[config.mk]
export PLATFORM = sky130hd
export DESIGN_NAME = dual_timer_ext_irq_control
export DESIGN_NICKNAME = d
export VERILOG_FILES = /design/src/dual_timer_pkg.sv /design/src/dual_timer_ext_irq_control.sv
export VERILOG_INCLUDE_DIRS = /design/src
export SDC_FILE = /design/constraint.sdc
export NUM_CORES = 1
export LEC_CHECK = 0
export ABC_AREA = 1
export BUFFER_PORTS_ARGS = -buffer_cell sky130_fd_sc_hd__buf_2
export CAP_MARGIN = 25
export CORE_MARGIN = 2
export CORE_UTILIZATION = 45
export DETAILED_ROUTE_END_ITERATION = 10
export HOLD_SLACK_MARGIN = 0.05
export PLACE_DENSITY = 0.66
export SLEW_MARGIN = 20
export SYNTH_ARGS = -nofsm -noshare
export SYNTH_HDL_FRONTEND = slang
export SYNTH_SLANG_ARGS = --single-unit
[constraint.sdc]
create_clock -name clk -period 4.3 [get_ports clk]
set_input_delay 1.29 -clock clk [delete_from_list [all_inputs] [get_ports clk]]
set_output_delay 1.29 -clock clk [all_outputs]
set_load 0.02 [all_outputs]
[src/dual_timer_defines.svh]
// Offsets, field positions, reset values and timing counts of the dual timer block
`ifndef DUAL_TIMER_DEFINES_SVH
`define DUAL_TIMER_DEFINES_SVH

// ----------------------------------------
// Register word offsets (byte address = 4 x index)
// ----------------------------------------
`define REG_CTRL_IDX 8'h88
`define REG_MODE_IDX 8'h89
`define REG_A_LOW_IDX 8'h8a
`define REG_B_LOW_IDX 8'h8b
`define REG_A_HIGH_IDX 8'h8c
`define REG_B_HIGH_IDX 8'h8d
`define REG_CLK_IDX 8'h8e
`define REG_VECTOR_IDX 8'h90

// ----------------------------------------
// Control register fields
// ----------------------------------------
`define CTRL_B_OVF 7
`define CTRL_B_RUN 6
`define CTRL_A_OVF 5
`define CTRL_A_RUN 4
`define CTRL_B_IRQ 3
`define CTRL_B_TRIG 2
`define CTRL_A_IRQ 1
`define CTRL_A_TRIG 0

// ----------------------------------------
// Mode register fields (per nibble: gate, source, mode[1:0])
// ----------------------------------------
`define MODE_GATE 3
`define MODE_SRC 2
`define MODE_HI 1
`define MODE_LO 0

// ----------------------------------------
// Clock rate register fields
// ----------------------------------------
`define CLK_B_RATE 4
`define CLK_A_RATE 3

// ----------------------------------------
// Vector acknowledge bits
// ----------------------------------------
`define VEC_A_OVF 0
`define VEC_B_OVF 1
`define VEC_A_IRQ 2
`define VEC_B_IRQ 3

// ----------------------------------------
// Reset values and timing
// ----------------------------------------
`define CTRL_RESET 8'h00
`define MODE_RESET 8'h00
`define CLK_RESET 8'h00
`define SLOW_DIV 12

`endif

[src/dual_timer_pkg.sv]
// Types shared by the dual timer block
package dual_timer_pkg;

  typedef enum logic [1:0] {
    MODE_13BIT,
    MODE_16BIT,
    MODE_RELOAD8,
    MODE_SPLIT
  } timer_mode_t;

  typedef enum logic {
    BUS_IDLE,
    BUS_DONE
  } bus_state_t;

  typedef struct packed {
    bus_state_t bus;
    logic [31:0] rdata;
    logic [7:0] ctrl;
    logic [7:0] mode;
    logic [7:0] clk_rate;
    logic [7:0] a_low;
    logic [7:0] a_high;
    logic [7:0] b_low;
    logic [7:0] b_high;
    logic [3:0] div;
    logic [2:0] sync_a_irq;
    logic [2:0] sync_b_irq;
    logic [2:0] sync_a_cnt;
    logic [2:0] sync_b_cnt;
    logic a_irq_lvl;
    logic b_irq_lvl;
    logic a_cnt_lvl;
    logic b_cnt_lvl;
  } state_t;

endpackage

[src/dual_timer_ext_irq_control.sv]
// Dual timer/counter with external interrupt detection behind an Avalon-MM slave
//
// Chosen here: the Avalon-MM slave port.
`timescale 1ns/1ps
`include "dual_timer_defines.svh"

module dual_timer_ext_irq_control #(
  parameter int DIV_RATIO = `SLOW_DIV
) (
  // Clock and reset
  input wire logic clk,
  input wire logic reset_n,
  // Avalon-MM slave
  input wire logic [9:0] address,
  input wire logic read,
  input wire logic write,
  input wire logic [31:0] writedata,
  input wire logic [3:0] byteenable,
  output logic [31:0] readdata,
  output logic waitrequest,
  // Pins
  input wire logic irq_a_pin_n,
  input wire logic irq_b_pin_n,
  input wire logic tmr_a_count_pin,
  input wire logic tmr_b_count_pin,
  // Status
  output logic tmr_a_overflow_flag,
  output logic tmr_b_overflow_flag,
  output logic irq_a_request_flag,
  output logic irq_b_request_flag
);
  import dual_timer_pkg::*;

  // The divider counter is four bits wide, so larger ratios cannot be served
  if (DIV_RATIO < 2 || DIV_RATIO > 16) begin : g_bad_ratio
    $error("DIV_RATIO must lie between 2 and 16");
  end

  state_t s_q;
  state_t s_d;

  // ----------------------------------------
  // Helpers
  // ----------------------------------------
  // One counting step of a timer; returns {overflow, high, low}
  function automatic logic [16:0] step(input timer_mode_t m, input logic [7:0] hi, input logic [7:0] lo);
    logic [16:0] r;
    logic [5:0] l5;
    logic [8:0] h9;
    logic [16:0] w;
    logic [8:0] l9;
    r = {1'b0, hi, lo};
    l5 = {1'b0, lo[4:0]} + 6'h01;
    h9 = {1'b0, hi} + 9'h001;
    w = {1'b0, hi, lo} + 17'h00001;
    l9 = {1'b0, lo} + 9'h001;
    case (m)
      MODE_13BIT: begin
        // Low five bits carry into the full high byte; upper low bits left alone
        if (l5[5]) begin
          r = {h9[8], h9[7:0], lo[7:5], 5'h00};
        end else begin
          r = {1'b0, hi, lo[7:5], l5[4:0]};
        end
      end
      MODE_16BIT: begin
        r = w;
      end
      MODE_RELOAD8: begin
        if (l9[8]) begin
          r = {1'b1, hi, hi};
        end else begin
          r = {1'b0, hi, l9[7:0]};
        end
      end
      default: begin
        r = {l9[8], hi, l9[7:0]};
      end
    endcase
    return r;
  endfunction

  // Byte lane write of the low byte of a word
  function automatic logic [7:0] wr8(input logic [7:0] old, input logic en, input logic [7:0] v);
    return en ? v : old;
  endfunction

  logic [7:0] idx;
  logic bus_hit;
  logic wr_lane;
  assign idx = address[9:2];
  // Writes land at the edge that ends the answer cycle, when the master sees waitrequest low
  assign wr_lane = write && byteenable[0] && (s_q.bus == BUS_DONE);

  always_comb begin
    bus_hit = 1'b0;
    case (idx)
      `REG_CTRL_IDX, `REG_MODE_IDX, `REG_A_LOW_IDX, `REG_B_LOW_IDX, `REG_A_HIGH_IDX, `REG_B_HIGH_IDX,
      `REG_CLK_IDX, `REG_VECTOR_IDX: begin
        bus_hit = 1'b1;
      end
      default: begin
        bus_hit = 1'b0;
      end
    endcase
  end

  // ----------------------------------------
  // Next state
  // ----------------------------------------
  always_comb begin
    logic slow_tick;
    logic a_fall_irq;
    logic b_fall_irq;
    logic a_fall_cnt;
    logic b_fall_cnt;
    logic a_tick;
    logic b_tick;
    logic a_en;
    logic b_en;
    logic ah_en;
    logic [16:0] a_res;
    logic [16:0] b_res;
    logic [8:0] ah9;
    logic a_ovf;
    logic b_ovf;
    logic [3:0] ack;
    timer_mode_t a_mode;
    timer_mode_t b_mode;
    logic [3:0] a_cfg;
    logic [3:0] b_cfg;
    logic [7:0] wv;
    s_d = s_q;
    wv = writedata[7:0];
    ack = 4'h0;
    a_cfg = s_q.mode[3:0];
    b_cfg = s_q.mode[7:4];
    a_mode = timer_mode_t'(a_cfg[1:0]);
    b_mode = timer_mode_t'(b_cfg[1:0]);

    // Pins are asynchronous: three stages, change accepted when stages two and three agree
    s_d.sync_a_irq = {s_q.sync_a_irq[1:0], irq_a_pin_n};
    s_d.sync_b_irq = {s_q.sync_b_irq[1:0], irq_b_pin_n};
    s_d.sync_a_cnt = {s_q.sync_a_cnt[1:0], tmr_a_count_pin};
    s_d.sync_b_cnt = {s_q.sync_b_cnt[1:0], tmr_b_count_pin};
    if (s_q.sync_a_irq[1] == s_q.sync_a_irq[2]) begin
      s_d.a_irq_lvl = s_q.sync_a_irq[2];
    end
    if (s_q.sync_b_irq[1] == s_q.sync_b_irq[2]) begin
      s_d.b_irq_lvl = s_q.sync_b_irq[2];
    end
    if (s_q.sync_a_cnt[1] == s_q.sync_a_cnt[2]) begin
      s_d.a_cnt_lvl = s_q.sync_a_cnt[2];
    end
    if (s_q.sync_b_cnt[1] == s_q.sync_b_cnt[2]) begin
      s_d.b_cnt_lvl = s_q.sync_b_cnt[2];
    end
    a_fall_irq = s_q.a_irq_lvl && !s_d.a_irq_lvl;
    b_fall_irq = s_q.b_irq_lvl && !s_d.b_irq_lvl;
    a_fall_cnt = s_q.a_cnt_lvl && !s_d.a_cnt_lvl;
    b_fall_cnt = s_q.b_cnt_lvl && !s_d.b_cnt_lvl;

    // Divide-by-DIV_RATIO enable shared by both timers
    slow_tick = (s_q.div == 4'(DIV_RATIO - 1));
    s_d.div = slow_tick ? 4'h0 : s_q.div + 4'h1;

    // Timer clock: external edges bypass the rate select
    a_tick = a_cfg[`MODE_SRC] ? a_fall_cnt
           : (s_q.clk_rate[`CLK_A_RATE] ? 1'b1 : slow_tick);
    b_tick = b_cfg[`MODE_SRC] ? b_fall_cnt
           : (s_q.clk_rate[`CLK_B_RATE] ? 1'b1 : slow_tick);
    a_en = a_tick && s_q.ctrl[`CTRL_A_RUN] && (!a_cfg[`MODE_GATE] || s_q.a_irq_lvl);
    b_en = b_tick && s_q.ctrl[`CTRL_B_RUN] && (!b_cfg[`MODE_GATE] || s_q.b_irq_lvl)
         && (b_mode != MODE_SPLIT);
    // Split high half always runs from the internal clock
    ah_en = (a_mode == MODE_SPLIT) && s_q.ctrl[`CTRL_B_RUN]
          && (s_q.clk_rate[`CLK_A_RATE] ? 1'b1 : slow_tick);

    a_res = step(a_mode, s_q.a_high, s_q.a_low);
    b_res = step(b_mode, s_q.b_high, s_q.b_low);
    ah9 = {1'b0, s_q.a_high} + 9'h001;
    a_ovf = a_en && a_res[16];
    b_ovf = (b_en && b_res[16]) || (ah_en && ah9[8]);
    if (a_en) begin
      s_d.a_low = a_res[7:0];
      if (a_mode != MODE_SPLIT) begin
        s_d.a_high = a_res[15:8];
      end
    end
    if (ah_en) begin
      s_d.a_high = ah9[7:0];
    end
    if (b_en) begin
      s_d.b_low = b_res[7:0];
      s_d.b_high = b_res[15:8];
    end

    // Bus slave: one wait cycle, then answer
    s_d.bus = BUS_IDLE;
    if ((read || write) && s_q.bus == BUS_IDLE) begin
      s_d.bus = BUS_DONE;
      s_d.rdata = 32'h00000000;
      case (idx)
        `REG_CTRL_IDX: s_d.rdata = {24'h000000, s_q.ctrl};
        `REG_MODE_IDX: s_d.rdata = {24'h000000, s_q.mode};
        `REG_A_LOW_IDX: s_d.rdata = {24'h000000, s_q.a_low};
        `REG_B_LOW_IDX: s_d.rdata = {24'h000000, s_q.b_low};
        `REG_A_HIGH_IDX: s_d.rdata = {24'h000000, s_q.a_high};
        `REG_B_HIGH_IDX: s_d.rdata = {24'h000000, s_q.b_high};
        `REG_CLK_IDX: s_d.rdata = {24'h000000, 3'h0, s_q.clk_rate[4:3], 3'h0};
        default: s_d.rdata = 32'h00000000;
      endcase
    end
    if (wr_lane && bus_hit) begin
      case (idx)
        `REG_CTRL_IDX: s_d.ctrl = wv;
        `REG_MODE_IDX: s_d.mode = wv;
        `REG_A_LOW_IDX: s_d.a_low = wv;
        `REG_B_LOW_IDX: s_d.b_low = wv;
        `REG_A_HIGH_IDX: s_d.a_high = wv;
        `REG_B_HIGH_IDX: s_d.b_high = wv;
        `REG_CLK_IDX: s_d.clk_rate = wr8(s_q.clk_rate, 1'b1, wv & 8'h18);
        `REG_VECTOR_IDX: ack = wv[3:0];
        default: ack = 4'h0;
      endcase
    end

    // Vector entry clears; a hardware set in the same cycle wins
    if (ack[`VEC_A_OVF]) begin
      s_d.ctrl[`CTRL_A_OVF] = 1'b0;
    end
    if (ack[`VEC_B_OVF]) begin
      s_d.ctrl[`CTRL_B_OVF] = 1'b0;
    end
    if (ack[`VEC_A_IRQ]) begin
      s_d.ctrl[`CTRL_A_IRQ] = 1'b0;
    end
    if (ack[`VEC_B_IRQ]) begin
      s_d.ctrl[`CTRL_B_IRQ] = 1'b0;
    end
    if (a_ovf) begin
      s_d.ctrl[`CTRL_A_OVF] = 1'b1;
    end
    if (b_ovf) begin
      s_d.ctrl[`CTRL_B_OVF] = 1'b1;
    end
    // Request flags: level mode tracks the pin and ignores software
    if (!s_d.ctrl[`CTRL_A_TRIG]) begin
      s_d.ctrl[`CTRL_A_IRQ] = !s_d.a_irq_lvl;
    end else if (a_fall_irq) begin
      s_d.ctrl[`CTRL_A_IRQ] = 1'b1;
    end
    if (!s_d.ctrl[`CTRL_B_TRIG]) begin
      s_d.ctrl[`CTRL_B_IRQ] = !s_d.b_irq_lvl;
    end else if (b_fall_irq) begin
      s_d.ctrl[`CTRL_B_IRQ] = 1'b1;
    end
  end

  // ----------------------------------------
  // State register
  // ----------------------------------------
  always_ff @(posedge clk or negedge reset_n) begin
    if (!reset_n) begin
      s_q <= '0;
      s_q.ctrl <= `CTRL_RESET;
      s_q.mode <= `MODE_RESET;
      s_q.clk_rate <= `CLK_RESET;
      // Pins idle high so no false edge after release
      s_q.sync_a_irq <= 3'h7;
      s_q.sync_b_irq <= 3'h7;
      s_q.sync_a_cnt <= 3'h7;
      s_q.sync_b_cnt <= 3'h7;
      s_q.a_irq_lvl <= 1'b1;
      s_q.b_irq_lvl <= 1'b1;
      s_q.a_cnt_lvl <= 1'b1;
      s_q.b_cnt_lvl <= 1'b1;
    end else begin
      s_q <= s_d;
    end
  end

  // ----------------------------------------
  // Outputs
  // ----------------------------------------
  assign waitrequest = (read || write) && (s_q.bus == BUS_IDLE);
  assign readdata = s_q.rdata;
  assign tmr_a_overflow_flag = s_q.ctrl[`CTRL_A_OVF];
  assign tmr_b_overflow_flag = s_q.ctrl[`CTRL_B_OVF];
  assign irq_a_request_flag = s_q.ctrl[`CTRL_A_IRQ];
  assign irq_b_request_flag = s_q.ctrl[`CTRL_B_IRQ];

endmodule

======== Word-level counts from Yosys, hierarchy flattened ========
Cells that the tools add are included.
W data, S select, Z words.
cells by class
  reduce and logical (&&, ||, !) cells .... 42
  multiplexer cells ....................... 42
  equality and inequality tests ........... 24
  add/subtract/negate cells ............... 9
  bitwise gates (word level) .............. 1
operator list
  operator                 count
  $pmux W17 S3             2
  $mux W17                 4
  $eq A8 B8 Y1 const B     8
  $mux W8                  8
  $mux W56                 1
  $pmux W8 S7              1
  $add A8 B1 Y9 const B    4
  $add A16 B1 Y17 const B  2
  $mux W33                 1
  $mux W16                 2
  $mux W1                  19
  $logic_and A1 B1 Y1      18
  $ne A4 B1 Y1 const B     4
  $reduce_and A2 Y1        7
  $add A5 B1 Y6 const B    2
  $mux W4                  3
  $reduce_bool A3 Y1       4
  $reduce_or A8 Y1         1
  $eq A2 B2 Y1 const B     3
  $logic_not A1 Y1         6
  $mux W5                  1
  $add A4 B1 Y4 const B    1
  $eq A1 B1 Y1             4
  $eq A2 B1 Y1 const B     2
  5 further kinds          10
word-level totals
  output and inout port bits .............. 37
  bits of input ports ..................... 54
  register bits ........................... 103
  word-level logic and storage cells ...... 141

======== Logic depth before layout (Yosys ltp) ========
Gate-level depths: netlist (run 1).
  word-level depth ........................ 14
  gate-level depth with buffers ........... 14
  depth with buffers taken out ............ 14

======== Worst setup path before layout (run 1) ========
OpenSTA, ideal clock, no wires.
  path type ............................... in2out
  start ................................... in write
  end ..................................... out waitrequest
  required time ........................... 3.010 ns
  arrival time ............................ 1.709 ns
  cell stages on the path ................. 2
  path slack .............................. 1.301 ns
  buffers on the path ..................... 0
  cells stage by stage .................... nor2_1 -> nor2_1
on the way
  longest elaborated chain between the ends .. 2
ends and longest elaborated chain
  item                 line                               source
  start, declared      dual_timer_ext_irq_control.sv:16   input wire logic write,
  $logic_or A1 B1 Y1   dual_timer_ext_irq_control.sv:286  assign waitrequest = (read || write) && (s_q.bus == BUS_IDLE);
  $logic_and A1 B1 Y1  dual_timer_ext_irq_control.sv:286
  end, declared        dual_timer_ext_irq_control.sv:20   output logic waitrequest,
Every way passes these cells.

======== Worst setup path after layout (run 1) ========
Same ends and word-level chain as after synthesis.

==> results of run 1 <==
## power groups by stage
stage | Sequential, mW | Combinational, mW | Clock, mW
final | 0.771 | 0.103 | 0.856
after global routing | 0.773 | 0.117 | 0.902
after CTS | 0.771 | 0.104 | 0.866
after detailed placement | 0.784 | 0.104 | 0
after global placement | 0.784 | 0.104 | 0
after floorplan | 0.783 | 0.0743 | 0
## worst max-delay path: cells and delay by family
kind / cells / cell delay (ps)
buffers and inverters: 2 / 310
and+or+nand+nor: 2 / 240
## final cells by class
class	instances	share of cell area, %
multi-input cells	617	48.20
flip-flops and latches	79	32.19
inverters	127	7.685
clock buffers	11	4.074
well taps	172	3.469
repair buffers	37	3.086
clock inverters	5	1.291
## routing by layer
metal | wire (um) | global-route usage, % | vias to the layer above
li1 | - | - | 2754
met1 | 7705 | 39.22 | 2558
met2 | 7264 | 38.53 | 255
met3 | 1464 | 4.567 | 28
met4 | 388 | 9.048 | 0
met5 | 0 | 0 | -
## Yosys cell counts (3+ instances only)
library cell    n  area, um2
nand2_1       222      833.3
inv_1         111      416.7
nand3_1        76      380.4
dfrtp_1        63       1577
nor2_1         61      229.0
o21ai_0        57      285.3
buf_4          33      247.7
o21ai_1        30      150.1
a21oi_1        26      130.1
o22ai_1        18      112.6
nand4_1        17      106.4
dfstp_2        16      420.4
nand2_2        16      100.1
inv_2          14      52.55
o211ai_1       14      105.1
nor3_1         11      55.05
buf_2           6      30.03
ha_1            5      62.56
nor2_2          5      31.28
clkbuf_1        4      15.01
nand2_4         4      45.04
nand3b_1        4      30.03
maj3_1          3      30.03
xnor2_1         3      26.28
xor2_1          3      26.28
## worst paths after layout
kind | end | startpoint | slack [ps]
worst max-delay path | waitrequest | write | 1180
worst min-delay path | s_d[6] | s_d[5] | 350
worst max register to register | s_q[23] | s_q[16] | 1860
worst min register to register | s_d[6] | s_d[5] | 350
max in group asynchronous | s_q[70] | reset_n | 2810
min in group asynchronous | s_q[35] | reset_n | 980
## cells by family after synthesis
kind of cell | share of synthesized area [%]
adders and majority gates | 1.626
DFF | 35.08
and+or+nand+nor | 32.70
other | 0.06587
xor gates and xnor gates | 0.9232
buffers and inverters | 13.91
AOI/OAI and AO/OA | 15.69
## metrics by stage
| stage | std cells | setup WS [ps] | hold slack [ps] | cell area, um2 |
|---|---|---|---|---|
| after floorplan | 868 | 1301 | 345.2 | 5779 |
| after global routing | 1048 | 1037 | 362.8 | 6203 |
| after detailed placement | 1032 | 1179 | 347.5 | 5867 |
| final | 1048 | 1177 | 354.6 | 6203 |
| after global placement | 1032 | 1179 | 345.5 | 5867 |
| after CTS | 1048 | 1175 | 356.0 | 6200 |
## flip-flops by register name, summed over array words and instances (netlist names)
name                 cells
s_q                     59
readdata                 8
s_d                      8
irq_a_request_flag       1
irq_b_request_flag       1
tmr_a_overflow_flag      1
tmr_b_overflow_flag      1
==> reports/metrics.yaml, run 1 <==
status: "finished, final reports clean"
cts-htree-levels: 3
die_y_um: 116.5
cts-root-buf: "clkbuf_16"
numPortBuffers: 37
synthToLayoutAreaGrowth_pct: 8.967
tns_ps: 0
grt_pass1_wl_um: 26910
clkTransAtPathRegs_ps: 50
p_leak_nw: 3.237
grt_pass1_vias: 4943
antenna_found_initial: 0
gp_congestion: 0.9928
drt_iter0_drc: 479
hp-class: "reg2reg"
critPathArrivalTime_ps: 1830
synth-edff-count: 0
clk_path_buf_depth: 2
seqCellArea_um2: 1997
nNetsFinal: 930
io_pins: 91
viasPerCell: 5.339
hold_violations: 0
post_cts_buffers: 0
crit_type: "in2out"
cts_tree: "done"
rows: 41
avgRoutedWirePerCell_um: 16.05
swShare_pct: 23.43
slowest_stage: "buf_2"
power_frac_clock_pct: 49.4
die_x_um: 116.5
start_util_pct: 45.67
p_comb_share_pct: 6.0
mostFrequentLayoutCells: "nand2_1 (222), inv_1 (111), nand3_1 (76)"
grt_setup_unrepaired: "no"
grt_max_degree: 80
drive_gt1_share_pct: 13.01
synth_seq_area_share_pct: 35.08
syn_inst: 845
dp_hpwl_um: 12600
synth_warnings: 0
fin_skew_ps: 11.23
setup_viol: 0
critical_path_required_ps: 3010
cpPeakStageDelay_ps: 220
clk_latency_ps: 350
postSynth.asyncResetShare_pct: 100.0
tightest_slew_ps: 870.7
ant_nets: 0
multi_input_area_um2: 2990
grt_usage_pct: 26.32
cts_resized: 0
synth_seq_cells: 79
startpoint_type: "input port"
drv_cap: 0
routed_wl_um: 16820
cts_hold_buf: 0
yosys_most_used_dff: "dfrtp_1"
vdd_drop_max_mv: 0.3252
r2r_cells: 10
grt-ovfl-total: 0
post-route-min-period_ps: 3123
dr.pass1.iters: 6
fin_crit_sh_pct: 72.63
p_int_mw: 1.325
critical_path_peak_fanout: 5
drc: 0
min_path_cells: 0
pwr_density_cell_nw_per_um2: 278.9
synthDistinctLibCells: 41
slew_headroom_pct: 41.74
layout_commonest_cell: "nand2_1"
final_util_pct: 49.76
coreArea_um2: 12470
clock-sinks: 79
diodes: 0
crit_chain: "buf_2, nor2_1, nor2_1, buf_2"
clock.fmax_ghz: 0.3202
fillers: 1315
die_area_um2: 13570
power_switching_uw: 405.5
totalPowerFinal_mw: 1.730
syn_avg_cell_area_um2: 6.737
vias: 5595
seqPwrFrac_pct: 44.6
cts_buffers: 9
synth_area_um2: 5693
cp-end-kind: "output pin"
slew_violations: 0
No activity file was read; power rests on OpenSTA's default activity.
==> run 2, diff against run 1 <==
--- a/config.mk
+++ b/config.mk
@@ -13,7 +13,7 @@
 export CORE_UTILIZATION = 45
 export DETAILED_ROUTE_END_ITERATION = 10
 export HOLD_SLACK_MARGIN = 0.05
-export PLACE_DENSITY = 0.66
+export PLACE_DENSITY = 0.68
 export SLEW_MARGIN = 20
 export SYNTH_ARGS = -nofsm -noshare
 export SYNTH_HDL_FRONTEND = slang
==> constraint.sdc (replaced) <==
create_clock -name clk -period 2.8 [get_ports clk]
set_input_delay 0.84 -clock clk [delete_from_list [all_inputs] [get_ports clk]]
set_output_delay 0.84 -clock clk [all_outputs]
set_load 0.02 [all_outputs]
==> reports/metrics.yaml, run 2 (synthesized netlist as in run 1, its figures left out) <==
fin_crit_sh_pct: 79.95
synthToLayoutAreaGrowth_pct: 9.758
die_area_um2: 13570
final_util_pct: 50.13
vdd_drop_max_mv: 0.3401
slew_violations: 0
reg2reg_slack_ps: 640
critPathArrivalTime_ps: 1400
die_x_um: 116.5
die_y_um: 116.5
clk_path_buf_depth: 2
dr.pass1.iters: 6
viasPerCell: 5.401
antenna_found_initial: 0
cts_tree: "done"
p_comb_share_pct: 6.1
cts-htree-levels: 3
tns_ps: 0
io_pins: 91
mostFrequentLayoutCells: "nand2_1 (222), inv_1 (111), nand3_1 (76)"
start_util_pct: 45.67
vias: 5682
drc: 0
fillers: 1295
tightest_slew_ps: 569.3
power_switching_uw: 615.1
drv_cap: 0
hold_violations: 0
grt_pass1_wl_um: 26990
setup_viol: 0
cts_buffers: 9
clk_latency_ps: 350
dp_hpwl_um: 12590
clock-sinks: 79
drt_iter0_drc: 549
cts_resized: 0
ant_nets: 0
p_int_mw: 2.084
diodes: 0
critical_path_peak_fanout: 5
slowest_stage: "buf_2"
nNetsFinal: 934
seqPwrFrac_pct: 43.9
grt_pass1_vias: 5138
pwr_density_cell_nw_per_um2: 432.0
drive_gt1_share_pct: 13.18
rows: 41
coreArea_um2: 12470
routed_wl_um: 16700
post-route-min-period_ps: 2239
largest_reg_flops: 59
critical_path_required_ps: 1960
hp-class: "reg2reg"
grt_setup_unrepaired: "no"
swShare_pct: 22.79
cpPeakStageDelay_ps: 220
cts_hold_buf: 0
cts-root-buf: "clkbuf_16"
grt_usage_pct: 26.26
cp-end-kind: "output pin"
grt-ovfl-total: 0
crit_type: "in2out"
crit_chain: "buf_2, nor2_1, nor2_1, buf_2"
fin_skew_ps: 9.219
startpoint_type: "input port"
avgRoutedWirePerCell_um: 15.87
p_leak_nw: 3.262
gp_congestion: 0.9550
power_frac_clock_pct: 50.1
clock.fmax_ghz: 0.4467
layout_commonest_cell: "nand2_1"
clkTransAtPathRegs_ps: 60
status: "finished, final reports clean"
top_register: "s_q"
post_cts_buffers: 0
numPortBuffers: 37
slew_headroom_pct: 61.91
grt_max_degree: 41
-- run 2: cell count changes in the layout (fill, tap and decap cells not counted), sizes merged --
cell	change
clkinv	-1
buf	+4
inv	+1
clkinvlp	-1
bufinv	+1
-- run 2: worst max-delay path: cells and delay by family --
| kind | cells | cell delay [ps] |
|---|---|---|
| buffers and inverters | 2 | 310 |
| and+or+nand+nor | 2 | 250 |
-- run 2: path summary, 6_finish.rpt --
| kind | start | to | depth (start not counted) |
|---|---|---|---|
| min in group asynchronous | reset_n | readdata[2] | 1 |
| min | s_d[11] | s_d[12] | 0 |
| max | write | waitrequest | 4 |
| min reg2reg | s_d[11] | s_d[12] | 0 |
| max reg2reg | s_q[45] | s_q[48] | 10 |
| max in group asynchronous | reset_n | s_d[6] | 2 |
-- run 2: cell type report --
| cell class | instances | area [um2] | area share, % |
|---|---|---|---|
| clock buffers | 11 | 232.7 | 3.724 |
| clock inverters | 5 | 106.4 | 1.702 |
| inverters | 127 | 476.7 | 7.629 |
| multi-input cells | 617 | 2990 | 47.86 |
| flip-flops and latches | 79 | 1997 | 31.96 |
| well taps | 172 | 215.2 | 3.444 |
| repair buffers | 41 | 230.2 | 3.684 |
-- run 2: layer usage --
layer	global-route usage, %	share of wire [%]	vias to the layer above
met5	0	0	-
met4	10.87	3.1	0
met3	4.307	8.6	36
met2	39.15	42	287
met1	37.94	46	2589
li1	-	-	2770
-- run 2: power by group through the flow --
stage               sequential [mW]  combinational [mW]  clock (mW)
floorplan                      1.20               0.114           0
global placement               1.20               0.162           0
detailed placement             1.20               0.163           0
CTS                            1.18               0.164        1.38
global route                   1.19               0.184        1.42
finish                         1.18               0.163        1.35
-- run 2: stage by stage --
| step | hold WS [ps] | instances | worst slack, ps | power, mW | instance area (um2) |
|---|---|---|---|---|---|
| floorplan | 345.2 | 868 | 701.4 | 1.316 | 5779 |
| global placement | 345.9 | 1036 | 341.2 | 1.366 | 5909 |
| detailed placement | 347.2 | 1036 | 314.7 | 1.368 | 5909 |
| CTS | 356.2 | 1052 | 561.2 | 2.728 | 6248 |
| global route | 358.4 | 1052 | 324.4 | 2.793 | 6248 |
| finish | 356.2 | 1052 | 561.5 | 2.699 | 6248 |
==> run 3, diff against run 2 <==
--- a/config.mk
+++ b/config.mk
@@ -6,14 +6,14 @@
 export SDC_FILE = /design/constraint.sdc
 export NUM_CORES = 1
 export LEC_CHECK = 0
-export ABC_AREA = 1
+export ABC_AREA = 0
 export BUFFER_PORTS_ARGS = -buffer_cell sky130_fd_sc_hd__buf_2
 export CAP_MARGIN = 25
 export CORE_MARGIN = 2
 export CORE_UTILIZATION = 45
 export DETAILED_ROUTE_END_ITERATION = 10
 export HOLD_SLACK_MARGIN = 0.05
-export PLACE_DENSITY = 0.68
+export PLACE_DENSITY = 0.69
 export SLEW_MARGIN = 20
 export SYNTH_ARGS = -nofsm -noshare
 export SYNTH_HDL_FRONTEND = slang
==> constraint.sdc (replaced) <==
create_clock -name clk -period 1.9 [get_ports clk]
set_input_delay 0.57 -clock clk [delete_from_list [all_inputs] [get_ports clk]]
set_output_delay 0.57 -clock clk [all_outputs]
set_load 0.02 [all_outputs]
==> reports/metrics.yaml, run 3 <==
critical_path_peak_fanout: 8
critical_path_required_ps: 2130
grt-ovfl-total: 0
seqPwrFrac_pct: 45.0
dp_cells: 837
p_comb_share_pct: 12.7
dp_hpwl_um: 12260
numPortBuffers: 37
rows: 39
drt_iter0_drc: 497
yosysMostFrequentCell: "nand2_1"
p_int_mw: 2.857
grt_pass1_wl_um: 26630
clock.fmax_ghz: 0.4700
path_common_cell: "buf_6"
crit_type: "in2reg"
status: "finished, violations left"
die_y_um: 111.8
vias: 5429
grt_pass1_vias: 5035
setup_ws_ps: -227.7
hold_ws_ps: 149.8
startpoint_type: "input port"
synthToLayoutAreaGrowth_pct: 30.95
p_leak_nw: 2.901
tightest_slew_ps: 601.3
clock-sinks: 79
clk_latency_ps: 350
routed_wl_um: 17450
layout_commonest_cell: "buf_4"
viasPerCell: 6.247
cts_tree: "done"
drive_gt1_share_pct: 34.30
synthDistinctLibCells: 73
postSynth.asyncResetShare_pct: 100.0
yosysTopAreaCell: "dfrtp_1"
multi_input_area_um2: 3232
synth_top_area_share_pct: 30.14
cts-root-buf: "clkbuf_16"
diodes: 0
synth-edff-count: 0
fin_crit_sh_pct: 112.0
slowest_stage: "or4b_4"
coreArea_um2: 11370
io_pins: 91
nNetsFinal: 780
start_util_pct: 46.01
final_area_um2: 6850
mostFrequentLayoutCells: "buf_4 (96), nand2_1 (66), dfrtp_1 (61)"
synth_warnings: 0
clkTransAtPathRegs_ps: 70
rr_startpoint: "s_q[16]"
critPathArrivalTime_ps: 2360
critPathBufInv: 2
synth_seq_cells: 79
cpPeakStageDelay_ps: 480
fillers: 975
die_area_um2: 12500
post-route-min-period_ps: 2128
hp-class: "in2async"
swShare_pct: 29.03
crit_family: "simple AND/OR/NAND/NOR gates"
die_x_um: 111.8
drc: 0
grt_usage_pct: 26.98
fin_skew_ps: 7.163
syn_avg_cell_area_um2: 8.590
ant_nets: 0
cts-htree-levels: 3
cp-end-kind: "flip-flop"
cts_buffers: 9
avgRoutedWirePerCell_um: 20.08
crit_chain: "buf_6, or3b_4, or4b_4, buf_6, nor2_8, mux2_4, a21oi_2, o21ai_1"
grt_max_degree: 38
synthTopCellsByCount: "nand2_1 (67), dfrtp_1 (63), o21ai_0 (58)"
slew_violations: 0
hold_violations: 0
drv_cap: 0
antenna_found_initial: 0
clk_path_buf_depth: 2
largest_reg_flops: 59
power_switching_mw: 1.168
final_cell_count_no_fill: 869
slew_headroom_pct: 59.74
placed_area_um2: 6122
pwr_density_cell_nw_per_um2: 587.6
synthTopCellsByArea: "dfrtp_1 (30%), dfstp_2 (8.0%), o21ai_0 (5.5%)"
tns_ps: -6126
setup_viol: 54
vdd_drop_max_mv: 0.4982
top_register: "s_q"
power_frac_clock_pct: 42.3
yosys_most_used_dff: "dfrtp_1"
synth_area_um2: 5231
startpoint: "address[8]"
dr.pass1.iters: 6
grt_setup_unrepaired: "yes"
synth_seq_area_share_pct: 38.17
seqCellArea_um2: 1999
violations: "setup timing"
gp_congestion: 0.9275
syn_inst: 609
-- run 3: final cells by class --
cell class	instances	area share [%]
clock buffers	9	3.288
clock inverters	7	0.8950
inverters	14	0.7671
multi-input cells	472	47.18
flip-flops and latches	79	29.19
well taps	143	2.612
repair buffers	145	16.07
-- run 3: repair_timing --
item	CTS	global route
pin swaps	10	16
setup buffers	4	12
hold buffers	0	0
gates resized for setup	38	44
gates cloned	0	2
endpoints found under the setup margin	58	58
-- run 3: power by group through the flow --
stage	clock network, mW	registers (mW)	logic [mW]
floorplan	0	1.82	0.286
global placement	0	1.83	0.459
detailed placement	0	1.84	0.468
CTS	1.73	1.81	0.484
global route	1.80	1.82	0.552
finish	1.70	1.81	0.511
-- run 3: stage by stage --
stage	power [mW]	utilization, %	worst slack, ps
5_1_grt	4.169	60.25	-268.1
4_1_cts	4.022	57.85	-243.2
2_1_floorplan	2.109	-	-493.6
3_3_place_gp	2.293	53.85	-632.0
6_report	4.025	60.25	-227.7
3_5_place_dp	2.305	53.85	-664.3
-- run 3: per-layer routing --
layer / global-route usage [%] / vias up / wire (um)
met5: 0 / - / 0
met4: 9.465 / 0 / 604
met3: 6.151 / 69 / 1460
met2: 44.61 / 304 / 8484
met1: 34.90 / 2619 / 6898
li1: - / 2437 / -
-- run 3: logic make-up after synthesis --
logic type                 Yosys count  share of synthesized area [%]
AOI/OAI and AO/OA                  184                          23.18
adders and majority gates            8                          1.770
xor gates and xnor gates             8                          1.339
buffers and inverters               83                          8.538
and+or+nand+nor                    222                          22.00
muxes                               24                          4.927
DFF                                 79                          38.17
other                                1                        0.07168
-- run 3: path summary, 6_finish.rpt --
kind,depth (start not counted),slack (ps),end
min,1,150,s_q[64]
max,8,-230,tmr_b_overflow_flag
max reg2reg,8,-70,s_q[29]
min in group clk,1,320,s_d[11]
min reg2reg,0,360,s_d[9]
max in group asynchronous,2,1150,s_q[2]
